[src/verilog/cbl_map.svh]
// cbl_map.svh: constants for the bus lane and clock interface block
// assumes: included by bare name from the package and the bus interface module
`ifndef CBL_MAP_SVH
`define CBL_MAP_SVH
`define CBL_LANES      4
`define CBL_DATA_W     32
`define CBL_HALF_W     16
`define CBL_LANE_NONE  4'hf
`define CBL_OP_WAIT    2'h1
`define CBL_OP_STACK   2'h2
`define CBL_OP_NOWAIT  2'h3
`endif

[src/verilog/cbl_pkg.sv]
// cbl_pkg.sv: types shared by the bus lane and clock interface block
// assumes: cbl_map.svh is on the include path
`default_nettype none
`include "cbl_map.svh"
package cbl_pkg;
  typedef enum logic [3:0] {
    CBL_IDLE  = 4'b0001,
    CBL_LOW   = 4'b0010,
    CBL_HIGH  = 4'b0100,
    CBL_DONE  = 4'b1000
  } cbl_bus_e;
  typedef enum logic [2:0] {
    CBL_C_IDLE = 3'b001,
    CBL_C_WAIT = 3'b010,
    CBL_C_GO   = 3'b100
  } cbl_cop_e;
endpackage
`default_nettype wire

[src/verilog/cbl_sync.sv]
// cbl_sync.sv: two-flop synchroniser for pin inputs
// assumes: single clock domain, synchronous active-high reset
`timescale 1ns/1ns
`default_nettype none
module cbl_sync (
  input  wire logic ref_clk,
  input  wire logic sys_rst,
  input  wire logic din,
  output logic      dout
);
  logic meta;
  always_ff @(posedge ref_clk) begin
    if (sys_rst) begin
      meta <= 1'b1;
      dout <= 1'b1;
    end else begin
      meta <= din;
      dout <= meta;
    end
  end
endmodule // cbl_sync
`default_nettype wire

[src/verilog/cbl_bus_if.sv]
// cbl_bus_if.sv: byte-lane, half-width split, coprocessor busy gate and clock phase
// assumes: ref_clk is the double-rate clock input; pins half_width_bus_n and copro_busy_n are asynchronous
`timescale 1ns/1ns
`default_nettype none
`include "cbl_map.svh"
module cbl_bus_if
  import cbl_pkg::*;
(
  input  wire logic        ref_clk,
  input  wire logic        sys_rst,
  input  wire logic        req_valid,
  input  wire logic        req_write,
  input  wire logic [3:0]  req_lanes,
  input  wire logic [31:0] req_wdata,
  output logic             req_ready,
  output logic             rsp_valid,
  output logic [31:0]      rsp_rdata,
  output logic             cycle_start,
  output logic             lane3_enable_n,
  output logic             lane2_enable_n,
  output logic             lane1_enable_n,
  output logic             lane0_enable_n,
  output logic             lane_oe,
  output logic [31:0]      data_out,
  output logic             data_oe,
  input  wire logic [31:0] data_in,
  input  wire logic        cycle_done,
  input  wire logic        half_width_bus_n,
  input  wire logic        copro_busy_n,
  input  wire logic        cop_valid,
  input  wire logic [1:0]  cop_op,
  output logic             cop_issue,
  output logic             core_clk_phase,
  output logic             bus_clk_phase
);
  logic        half_s;
  logic        busy_s;
  cbl_bus_e    bstate;
  cbl_cop_e    cstate;
  logic        wr;
  logic [3:0]  lanes;
  logic [31:0] wdata;
  logic [31:0] rdata;
  logic        half_lat;
  logic        both_halves;
  logic [3:0]  next_lanes_n;

  cbl_sync u_half (.ref_clk(ref_clk), .sys_rst(sys_rst), .din(half_width_bus_n), .dout(half_s));
  cbl_sync u_busy (.ref_clk(ref_clk), .sys_rst(sys_rst), .din(copro_busy_n), .dout(busy_s));

  // clock phase restarts at reset release so phase 0 follows it
  always_ff @(posedge ref_clk) begin
    if (sys_rst) begin
      core_clk_phase <= 1'b0;
      bus_clk_phase  <= 1'b0;
    end else begin
      core_clk_phase <= ~core_clk_phase;
      bus_clk_phase  <= ~core_clk_phase;
    end
  end

  assign both_halves = (|lanes[1:0]) && (|lanes[3:2]);
  always_comb begin
    next_lanes_n = ~lanes;
  end

  // bus cycle sequencer
  always_ff @(posedge ref_clk) begin
    if (sys_rst) begin
      bstate         <= CBL_IDLE;
      wr             <= 1'b0;
      lanes          <= 4'h0;
      wdata          <= 32'h0;
      rdata          <= 32'h0;
      half_lat       <= 1'b0;
      req_ready      <= 1'b1;
      rsp_valid      <= 1'b0;
      rsp_rdata      <= 32'h0;
      cycle_start    <= 1'b0;
      {lane3_enable_n, lane2_enable_n, lane1_enable_n, lane0_enable_n} <= `CBL_LANE_NONE;
      lane_oe        <= 1'b0;
      data_out       <= 32'h0;
      data_oe        <= 1'b0;
    end else begin
      rsp_valid   <= 1'b0;
      cycle_start <= 1'b0;
      case (bstate)
        CBL_IDLE: begin
          if (req_valid && req_ready && (req_lanes != 4'h0)) begin
            wr        <= req_write;
            lanes     <= req_lanes;
            wdata     <= req_wdata;
            rdata     <= 32'h0;
            req_ready <= 1'b0;
            bstate    <= CBL_LOW;
          end
        end
        CBL_LOW: begin
          // first cycle: all enabled lanes, upper bytes mirrored low on writes that enable no lower lane
          {lane3_enable_n, lane2_enable_n, lane1_enable_n, lane0_enable_n} <= next_lanes_n;
          lane_oe     <= 1'b1;
          data_oe     <= wr;
          data_out    <= {wdata[31:16],
                          (|lanes[1:0]) ? wdata[15:0] : wdata[31:16]};
          cycle_start <= 1'b1;
          bstate      <= CBL_DONE;
          half_lat    <= 1'b0;
        end
        CBL_HIGH: begin
          // second half-width cycle carries the upper half on the lower lines
          {lane3_enable_n, lane2_enable_n} <= ~lanes[3:2];
          {lane1_enable_n, lane0_enable_n} <= 2'h3;
          data_out    <= {wdata[31:16], wdata[31:16]};
          cycle_start <= 1'b1;
          half_lat    <= 1'b1;
          bstate      <= CBL_DONE;
        end
        CBL_DONE: begin
          if (cycle_done) begin
            if (!half_s) begin
              // half-width cycle: only the lower sixteen lines are captured
              if (half_lat)
                rdata[31:16] <= data_in[15:0];
              else begin
                rdata[15:0]  <= data_in[15:0];
                if (!(|lanes[1:0]))
                  rdata[31:16] <= data_in[15:0];
              end
            end else
              rdata <= data_in;
            if (!half_s && !half_lat && both_halves) begin
              bstate <= CBL_HIGH;
            end else begin
              rsp_valid <= 1'b1;
              rsp_rdata <= (!half_s) ? (half_lat ? {data_in[15:0], rdata[15:0]}
                                       : ((|lanes[1:0]) ? {rdata[31:16], data_in[15:0]}
                                                        : {data_in[15:0], rdata[15:0]}))
                                     : data_in;
              {lane3_enable_n, lane2_enable_n, lane1_enable_n, lane0_enable_n} <= `CBL_LANE_NONE;
              lane_oe   <= 1'b0;
              data_oe   <= 1'b0;
              req_ready <= 1'b1;
              bstate    <= CBL_IDLE;
            end
          end
        end
        default: bstate <= CBL_IDLE;
      endcase
    end
  end

  // coprocessor issue gate
  always_ff @(posedge ref_clk) begin
    if (sys_rst) begin
      cstate    <= CBL_C_IDLE;
      cop_issue <= 1'b0;
    end else begin
      cop_issue <= 1'b0;
      case (cstate)
        CBL_C_IDLE: begin
          if (cop_valid) begin
            if (cop_op == `CBL_OP_NOWAIT)
              cstate <= CBL_C_GO;
            else if (cop_op == `CBL_OP_WAIT || cop_op == `CBL_OP_STACK)
              cstate <= CBL_C_WAIT;
            else
              cstate <= CBL_C_GO;
          end
        end
        CBL_C_WAIT: begin
          if (busy_s)
            cstate <= CBL_C_GO;
        end
        CBL_C_GO: begin
          cop_issue <= 1'b1;
          cstate    <= CBL_C_IDLE;
        end
        default: cstate <= CBL_C_IDLE;
      endcase
    end
  end

  // sequencer, issue gate and clock phase checks
  chk_issue_not_busy: assert property (@(posedge ref_clk) disable iff (sys_rst)
    (cstate == CBL_C_WAIT && !busy_s) |=> !cop_issue) else $error("issue while busy");
  chk_wait_holds: assert property (@(posedge ref_clk) disable iff (sys_rst)
    (cstate == CBL_C_WAIT && !busy_s) |=> cstate == CBL_C_WAIT)
    else $error("left wait while busy");
  chk_nowait_fast: assert property (@(posedge ref_clk) disable iff (sys_rst)
    (cstate == CBL_C_IDLE && cop_valid && cop_op == `CBL_OP_NOWAIT) |-> ##2 cop_issue)
    else $error("nowait op delayed");
  chk_nowait_skip: assert property (@(posedge ref_clk) disable iff (sys_rst)
    (cstate == CBL_C_IDLE && cop_valid && cop_op == `CBL_OP_NOWAIT) |=> cstate == CBL_C_GO)
    else $error("nowait op waited");
  chk_wait_samples: assert property (@(posedge ref_clk) disable iff (sys_rst)
    (cstate == CBL_C_IDLE && cop_valid && cop_op == `CBL_OP_STACK) |=> cstate == CBL_C_WAIT)
    else $error("busy not sampled");
  chk_wait_op: assert property (@(posedge ref_clk) disable iff (sys_rst)
    (cstate == CBL_C_IDLE && cop_valid && cop_op == `CBL_OP_WAIT) |=> cstate == CBL_C_WAIT)
    else $error("wait op not gated");
  chk_clock_toggle: assert property (@(posedge ref_clk) disable iff (sys_rst)
    !$past(sys_rst) |-> core_clk_phase != $past(core_clk_phase)) else $error("clock not divided");
  chk_phase_align: assert property (@(posedge ref_clk)
    $fell(sys_rst) |-> !core_clk_phase) else $error("phase not aligned");
  chk_bus_clk: assert property (@(posedge ref_clk) disable iff (sys_rst)
    !$past(sys_rst) |-> bus_clk_phase != $past(bus_clk_phase)) else $error("bus clock wrong");
  chk_lanes_idle: assert property (@(posedge ref_clk) disable iff (sys_rst)
    !lane_oe |-> {lane3_enable_n, lane2_enable_n, lane1_enable_n, lane0_enable_n} == `CBL_LANE_NONE)
    else $error("lanes active idle");
  chk_lanes_hold: assert property (@(posedge ref_clk) disable iff (sys_rst)
    (lane_oe && bstate == CBL_DONE && !cycle_done) |=>
    $stable({lane3_enable_n, lane2_enable_n, lane1_enable_n, lane0_enable_n})) else $error("lanes moved");
  chk_split_high: assert property (@(posedge ref_clk) disable iff (sys_rst)
    (bstate == CBL_DONE && cycle_done && !half_s && !half_lat && both_halves) |=> ##1
    (cycle_start && lane0_enable_n && lane1_enable_n)) else $error("no upper cycle");
  chk_split_ends: assert property (@(posedge ref_clk) disable iff (sys_rst)
    (bstate == CBL_DONE && cycle_done && half_lat) |=> rsp_valid) else $error("split not ended");
  chk_mirror: assert property (@(posedge ref_clk) disable iff (sys_rst)
    (cycle_start && data_oe && lane0_enable_n && lane1_enable_n) |-> data_out[15:0] == data_out[31:16])
    else $error("upper not mirrored");
  chk_ready_held: assert property (@(posedge ref_clk) disable iff (sys_rst)
    (bstate != CBL_IDLE) |-> !req_ready) else $error("ready during access");
endmodule // cbl_bus_if
`default_nettype wire

[config.mk]
export PLATFORM = sky130hd
export DESIGN_NAME = cbl_bus_if
export DESIGN_NICKNAME = d
export VERILOG_FILES = /design/src/verilog/cbl_pkg.sv /design/src/verilog/cbl_sync.sv /design/src/verilog/cbl_bus_if.sv
export VERILOG_INCLUDE_DIRS = /design/src /design/src/verilog
export SDC_FILE = /design/constraint.sdc
export NUM_CORES = 1
export LEC_CHECK = 0
export ABC_AREA = 0
export ABC_CLOCK_PERIOD_IN_PS = 2000
export BUFFER_PORTS_ARGS = -buffer_cell sky130_fd_sc_hd__buf_2
export CELL_PAD_IN_SITES_DETAIL_PLACEMENT = 0
export CELL_PAD_IN_SITES_GLOBAL_PLACEMENT = 1
export CORE_ASPECT_RATIO = 1.2
export CORE_MARGIN = 1.5
export CORE_UTILIZATION = 41
export CTS_BUF_LIST = sky130_fd_sc_hd__clkbuf_4 sky130_fd_sc_hd__clkbuf_8
export DETAILED_ROUTE_END_ITERATION = 16
export PLACE_DENSITY_LB_ADDON = 0.1
export SYNTH_ARGS = -nofsm -noshare
export SYNTH_HDL_FRONTEND = slang
export SYNTH_SLANG_ARGS = --single-unit
[constraint.sdc]
create_clock -name ref_clk -period 2 [get_ports ref_clk]
set_input_delay 0.1 -clock ref_clk [delete_from_list [all_inputs] [get_ports ref_clk]]
set_output_delay 0.1 -clock ref_clk [all_outputs]
set_load 0.02 [all_outputs]
==> metrics.yaml, run 1 <==
worstPathCellList: "or4b_4 -> a2111oi_4 -> buf_4 -> nand2_1 -> o21ai_0"
die-area_mm2: 0.0168
p_total_mw: 6.77
min_path_type: "in -> reg"
pin_count: 154
final_nets: 1093
io_buffers: 153
avgSynthCellArea_um2: 8.15
p_sw_frac: 0.289
wl_per_cell_um: 15.7
min_delay_worst_endpoint: "rdata[19]"
p_leak_nw: 3.48
drt_iter0_markers: 471
hold_ws_ns: 0.0330
initial_utilization: 0.419
status: "finished clean"
post_dp_cell_area_mm2: 0.00758
dp_hpwl_mm: 13.2
p_comb_frac: 0.150
clk_pin_slew_worst_paths_ns: 0.09
cts.sink_count: 156
cts_max_path_buffers: 2
hold_viol_final: 0
async_flop_share: 0
areaGrowthSynthToFinish_pct: 32.9
cts_buffers: 17
whs_path_depth: 4
grt-ovfl-total: 0
die_h_um: 142
final_cells: 1236
synth_nets: 883
drv_slew: 0
grt_use_total: 0.233
synthMostInstantiatedCell: "nand2_1"
internal_power_mw: 4.81
synth_top_area_share: 0.476
viasPerCell: 5.08
cts_root_buffer: "clkbuf_8"
antenna_found_initial: 0
synth_top_cell_by_area: "dfxtp_1"
p_seq_frac: 0.489
drt_wl_total_mm: 19.4
num_vias: 6285
grt_pass1_vias: 6097
period_share: 0.923
synthTopCellsByCount: "nand2_1 (244), dfxtp_1 (156), a21oi_1 (93), nor2_1 (58), nand2b_1 (34)"
grt_max_degree: 71
slowest_delay_ns: 0.60
maxCapViolations: 0
crit_arrival_ns: 2.22
critPathCaptureType: "flop"
num_rows: 50
antenna-diode-count: 0
post-cts-setup-buffers: 0
cts_tree: "done"
peakVddDrop_uv: 628
regToRegEndpoint: "rdata[17]"
hold_start: "data_in[19]"
drive_gt1_frac: 0.236
clock.fmax_mhz: 542
ant_nets: 0
design_area_mm2: 0.00872
relSlewSlack: 0.523
tns_ns: 0
dp_cells: 1132
clock_latency_ns: 0.46
switchingPower_mw: 1.96
worstMarginPinSlew_ns: 0.715
skew_ns: 0.00804
synth_edf_count: 0
reg2reg_depth: 5
r2r_slack_ns: 0.15
grt_first_pass_wirelength_mm: 30.8
drcViolationCount: 0
worstPathMaxFanout: 16
critical_path_class: "reg -> reg"
r2r_start: "bstate[0]"
ys_seq_area_frac: 0.476
pwr-share-clk: 0.362
crit_slowest_cell: "or4b_4"
startpoint_type: "flop"
dr.pass1.iters: 4
gp_congestion: 0.814
rsz0062_at_grt: "false"
synth_area_leaders: "dfxtp_1 (48%), nand2_1 (14%), a21oi_1 (7.1%)"
yosys_register_bits: 156
finalSetupViolCount: 0
ys.flop_type: "dfxtp_1"
yosys_warnings: 0
yosysUniqueCellTypes: 49
core_mm2: 0.0156
htree_levels: 4
p_per_area_mw_per_mm2: 777
syn_area_mm2: 0.00656
period_needed_ns: 1.85
die_x_um: 118
required_ns: 2.38
synthCells: 805
[what timing repair did]
action                                 CTS  global route
setup endpoints to repair                0            37
hold buffers                            72             0
resized for setup                        0             2
endpoints found under the hold margin   96             0
[sequential cells by signal (all words and copies together), names as in the netlist, 3 cells and up]
register,cells
bstate,4
cstate,3
data_out,32
lanes,4
rdata,32
rsp_rdata,32
wdata,32
[worst max path at each step]
stage                  endpoint  slack [ns]  startpoint
floorplan             rdata[21]        0.23   bstate[3]
finish                rdata[17]        0.15   bstate[0]
detailed placement     rdata[7]        0.08   bstate[0]
global route        data_out[1]        0.01   bstate[1]
global placement       rdata[7]        0.14   bstate[0]
CTS                    rdata[7]        0.06   bstate[0]
[metrics by stage]
stage          setup WS (ns)   util
2_1_floorplan          0.233      -
3_3_place_gp           0.145  0.484
3_5_place_dp          0.0835  0.484
4_1_cts               0.0603  0.557
5_1_grt               0.0101  0.557
6_report               0.154  0.557
[area by class of cell]
cell class              count  area (um2)
multi-input cells         583        3150
fillers                  1519        6920
clock buffers              18         248
inverters                   5        18.8
repair buffers            252        1750
flip-flops and latches    156        3120
clock inverters            14         160
well taps                 208         260
[critical path, delay by kind of cell (launching register included)]
family,cells,cell delay (ns)
buffers and inverters,1,0.28
AO/OA/AOI/OAI,2,0.41
AND/OR/NAND/NOR,2,0.66
flip-flops,1,0.41
[per-layer routing]
layer  share of wire  wire length (um)  GRT usage  vias to the layer above
li1                -                 -          -                     3145
met3           0.060              1160     0.0607                       36
met2            0.50              9770      0.408                      183
met4           0.031               602      0.105                        0
met1            0.40              7840      0.268                     2921
met5               0                 0          0                        -
[layout by cell type (no fill, tap or decap), drive strengths merged, types with 2 or more instances in the layout]
| master | instances |
|---|---|
| nor2b | 3 |
| o21bai | 2 |
| buf | 180 |
| nor2 | 58 |
| nand4 | 2 |
| xor2 | 2 |
| nand3b | 2 |
| o21ai | 20 |
| nand2 | 244 |
| a21oi | 93 |
| bufinv | 2 |
| a21o | 4 |
| dfxtp | 156 |
| or3 | 3 |
| a31oi | 2 |
| clkinv | 4 |
| inv | 10 |
| dlygate4sd3 | 72 |
| a211o | 17 |
| nor4 | 5 |
| mux2 | 16 |
| or2 | 5 |
| nand2b | 34 |
| nor3 | 3 |
| a311oi | 32 |
| clkinvlp | 3 |
| nor4b | 3 |
| mux2i | 16 |
| clkbuf | 18 |
[cell families after synthesis]
kind of cell / share of synthesized area
compound gates: 0.180
buf+inv: 0.0464
mux: 0.0519
xor+xnor: 0.00401
simple gates: 0.242
flops: 0.476
[power by group through the flow]
stage	combinational, mW	clock [mW]	sequential [mW]
after CTS	1.02	2.51	3.31
after floorplan	0.557	0	3.37
after global placement	0.891	0	3.38
final	1.01	2.45	3.31
after detailed placement	0.907	0	3.38
after global routing	1.12	2.66	3.32
Note: power is estimated with default switching activity, not from simulation.
==> run 2, diff against run 1 <==
--- a/config.mk
+++ b/config.mk
@@ -16,6 +16,7 @@
 export CORE_UTILIZATION = 41
 export CTS_BUF_LIST = sky130_fd_sc_hd__clkbuf_4 sky130_fd_sc_hd__clkbuf_8
 export DETAILED_ROUTE_END_ITERATION = 16
+export MAX_ROUTING_LAYER = met4
 export PLACE_DENSITY_LB_ADDON = 0.1
 export SYNTH_ARGS = -nofsm -noshare
 export SYNTH_HDL_FRONTEND = slang
==> metrics.yaml, run 2 (same netlist as run 1, synthesis figures left out) <==
status: "finished clean"  # unchanged
period_needed_ns: 1.84  # was 1.85 ns
antenna-diode-count: 0  # unchanged
clock_latency_ns: 0.45  # was 0.46 ns
viasPerCell: 5.09  # was 5.08
finalSetupViolCount: 0  # unchanged
worstMarginPinSlew_ns: 0.712  # was 0.715 ns
areaGrowthSynthToFinish_pct: 32.9  # unchanged
initial_utilization: 0.419  # unchanged
ant_nets: 0  # unchanged
cts_tree: "done"  # unchanged
crit_arrival_ns: 2.21  # was 2.22 ns
clk_pin_slew_worst_paths_ns: 0.09  # about the same
timing.final.ws_setup_ns: 0.160  # was 0.154 ns
dp_cells: 1132  # unchanged
required_ns: 2.37  # was 2.38 ns
grt-ovfl-total: 0  # unchanged
die-area_mm2: 0.0168  # unchanged
cts_buffers: 17  # unchanged
grt_max_degree: 71  # unchanged
antenna_found_initial: 0  # unchanged
p_total_mw: 6.76  # was 6.77 mW
final_cells: 1236  # unchanged
design_area_mm2: 0.00872  # unchanged
drt_iter0_markers: 546  # was 471
relSlewSlack: 0.525  # was 0.523
core_mm2: 0.0156  # unchanged
drv_slew: 0  # unchanged
cts_max_path_buffers: 2  # unchanged
drcViolationCount: 0  # unchanged
worstPathMaxFanout: 16  # unchanged
pre_cts_slack_ns: 0.0835  # unchanged
p_sw_frac: 0.288  # was 0.289
p_leak_nw: 3.48  # unchanged
num_rows: 50  # unchanged
startpoint_type: "flop"  # unchanged
rsz0062_at_grt: "false"  # unchanged
gp_congestion: 0.826  # was 0.814
maxCapViolations: 0  # unchanged
p_per_area_mw_per_mm2: 776  # was 777 mW/mm2
switchingPower_mw: 1.95  # was 1.96 mW
grt_use_total: 0.240  # was 0.233
peakVddDrop_uv: 627  # was 628 uV
num_vias: 6296  # was 6,285
p_comb_frac: 0.150  # about the same
drive_gt1_frac: 0.236  # unchanged
post-cts-setup-buffers: 0  # unchanged
tns_ns: 0  # unchanged
layout_commonest_cell: "nand2_1"  # unchanged
critPathCaptureType: "flop"  # unchanged
cts_root_buffer: "clkbuf_8"  # unchanged
clock.fmax_mhz: 543  # was 542 MHz
critical_path_class: "reg -> reg"  # unchanged
hold_viol_final: 0  # unchanged
dp_hpwl_mm: 13.2  # unchanged
final_cell_mix: "nand2_1 (244), dfxtp_1 (155), buf_2 (152)"  # unchanged
final_nets: 1093  # unchanged
grt_first_pass_wirelength_mm: 30.8  # about the same
drt_wl_total_mm: 19.4  # about the same
reg2reg_depth: 5  # unchanged
post_dp_cell_area_mm2: 0.00758  # unchanged
grt_pass1_vias: 6095  # was 6,097
die_h_um: 142  # unchanged
pin_count: 154  # unchanged
min_path_type: "in -> reg"  # unchanged
wl_per_cell_um: 15.7  # about the same
die_x_um: 118  # unchanged
period_share: 0.920  # was 0.923
dr.pass1.iters: 4  # unchanged
io_buffers: 153  # unchanged
p_seq_frac: 0.490  # was 0.489
htree_levels: 4  # unchanged
internal_power_mw: 4.81  # about the same
cts.sink_count: 156  # unchanged
skew_ns: 0.0132  # was 0.00804 ns
whs_path_depth: 4  # unchanged
pwr-share-clk: 0.360  # was 0.362
-- run 2: cell counts in the layout (fill, tap and decap cells not counted) --
Identical to the previous run, type by type.
-- run 2: metrics by stage --
step / hold slack [ns] / utilization
floorplan: 0.204 / -
global placement: 0.283 / 0.484
detailed placement: 0.289 / 0.484
CTS: 0.00439 / 0.557
global route: 0.0271 / 0.557
finish: 0.0338 / 0.557
-- run 2: timing repair --
action,CTS,global route
hold endpoints to repair,96,0
endpoints found under the setup margin,0,37
resized for setup,0,2
hold buffers,72,0
-- run 2: area by class of cell --
| type | instances | area [um2] |
|---|---|---|
| flip-flops and latches | 156 | 3120 |
| fillers | 1519 | 6920 |
| clock inverters | 14 | 160 |
| well taps | 208 | 260 |
| repair buffers | 252 | 1750 |
| inverters | 5 | 18.8 |
| multi-input cells | 583 | 3150 |
| clock buffers | 18 | 248 |
-- run 2: critical path, stage by stage (launching register included) --
cell	delay, ns
dfxtp_1	0.41
or4b_4	0.60
a2111oi_4	0.33
buf_4	0.27
nand2_1	0.07
o21ai_0	0.07
-- run 2: per-layer routing --
layer | global-route usage | part of all wire | vias to the layer above
li1 | - | - | 3148
met4 | 0.105 | 0.025 | 0
met5 | - | 0 | -
met3 | 0.0603 | 0.058 | 30
met1 | 0.268 | 0.41 | 2928
met2 | 0.408 | 0.51 | 190
-- run 2: worst paths after layout --
check                      to  slack (ns)        start
setup / recovery    rdata[23]        0.16    bstate[0]
hold / removal      rdata[19]        0.03  data_in[19]
setup reg to reg    rdata[23]        0.16    bstate[0]
hold reg to reg   u_busy.dout        0.42  u_busy.meta
-- run 2: power groups by stage --
stage / registers (mW) / logic [mW] / clock network [mW]
after floorplan: 3.37 / 0.557 / 0
after global placement: 3.38 / 0.891 / 0
after detailed placement: 3.38 / 0.907 / 0
after CTS: 3.31 / 1.02 / 2.51
after global routing: 3.32 / 1.12 / 2.66
final: 3.31 / 1.01 / 2.44
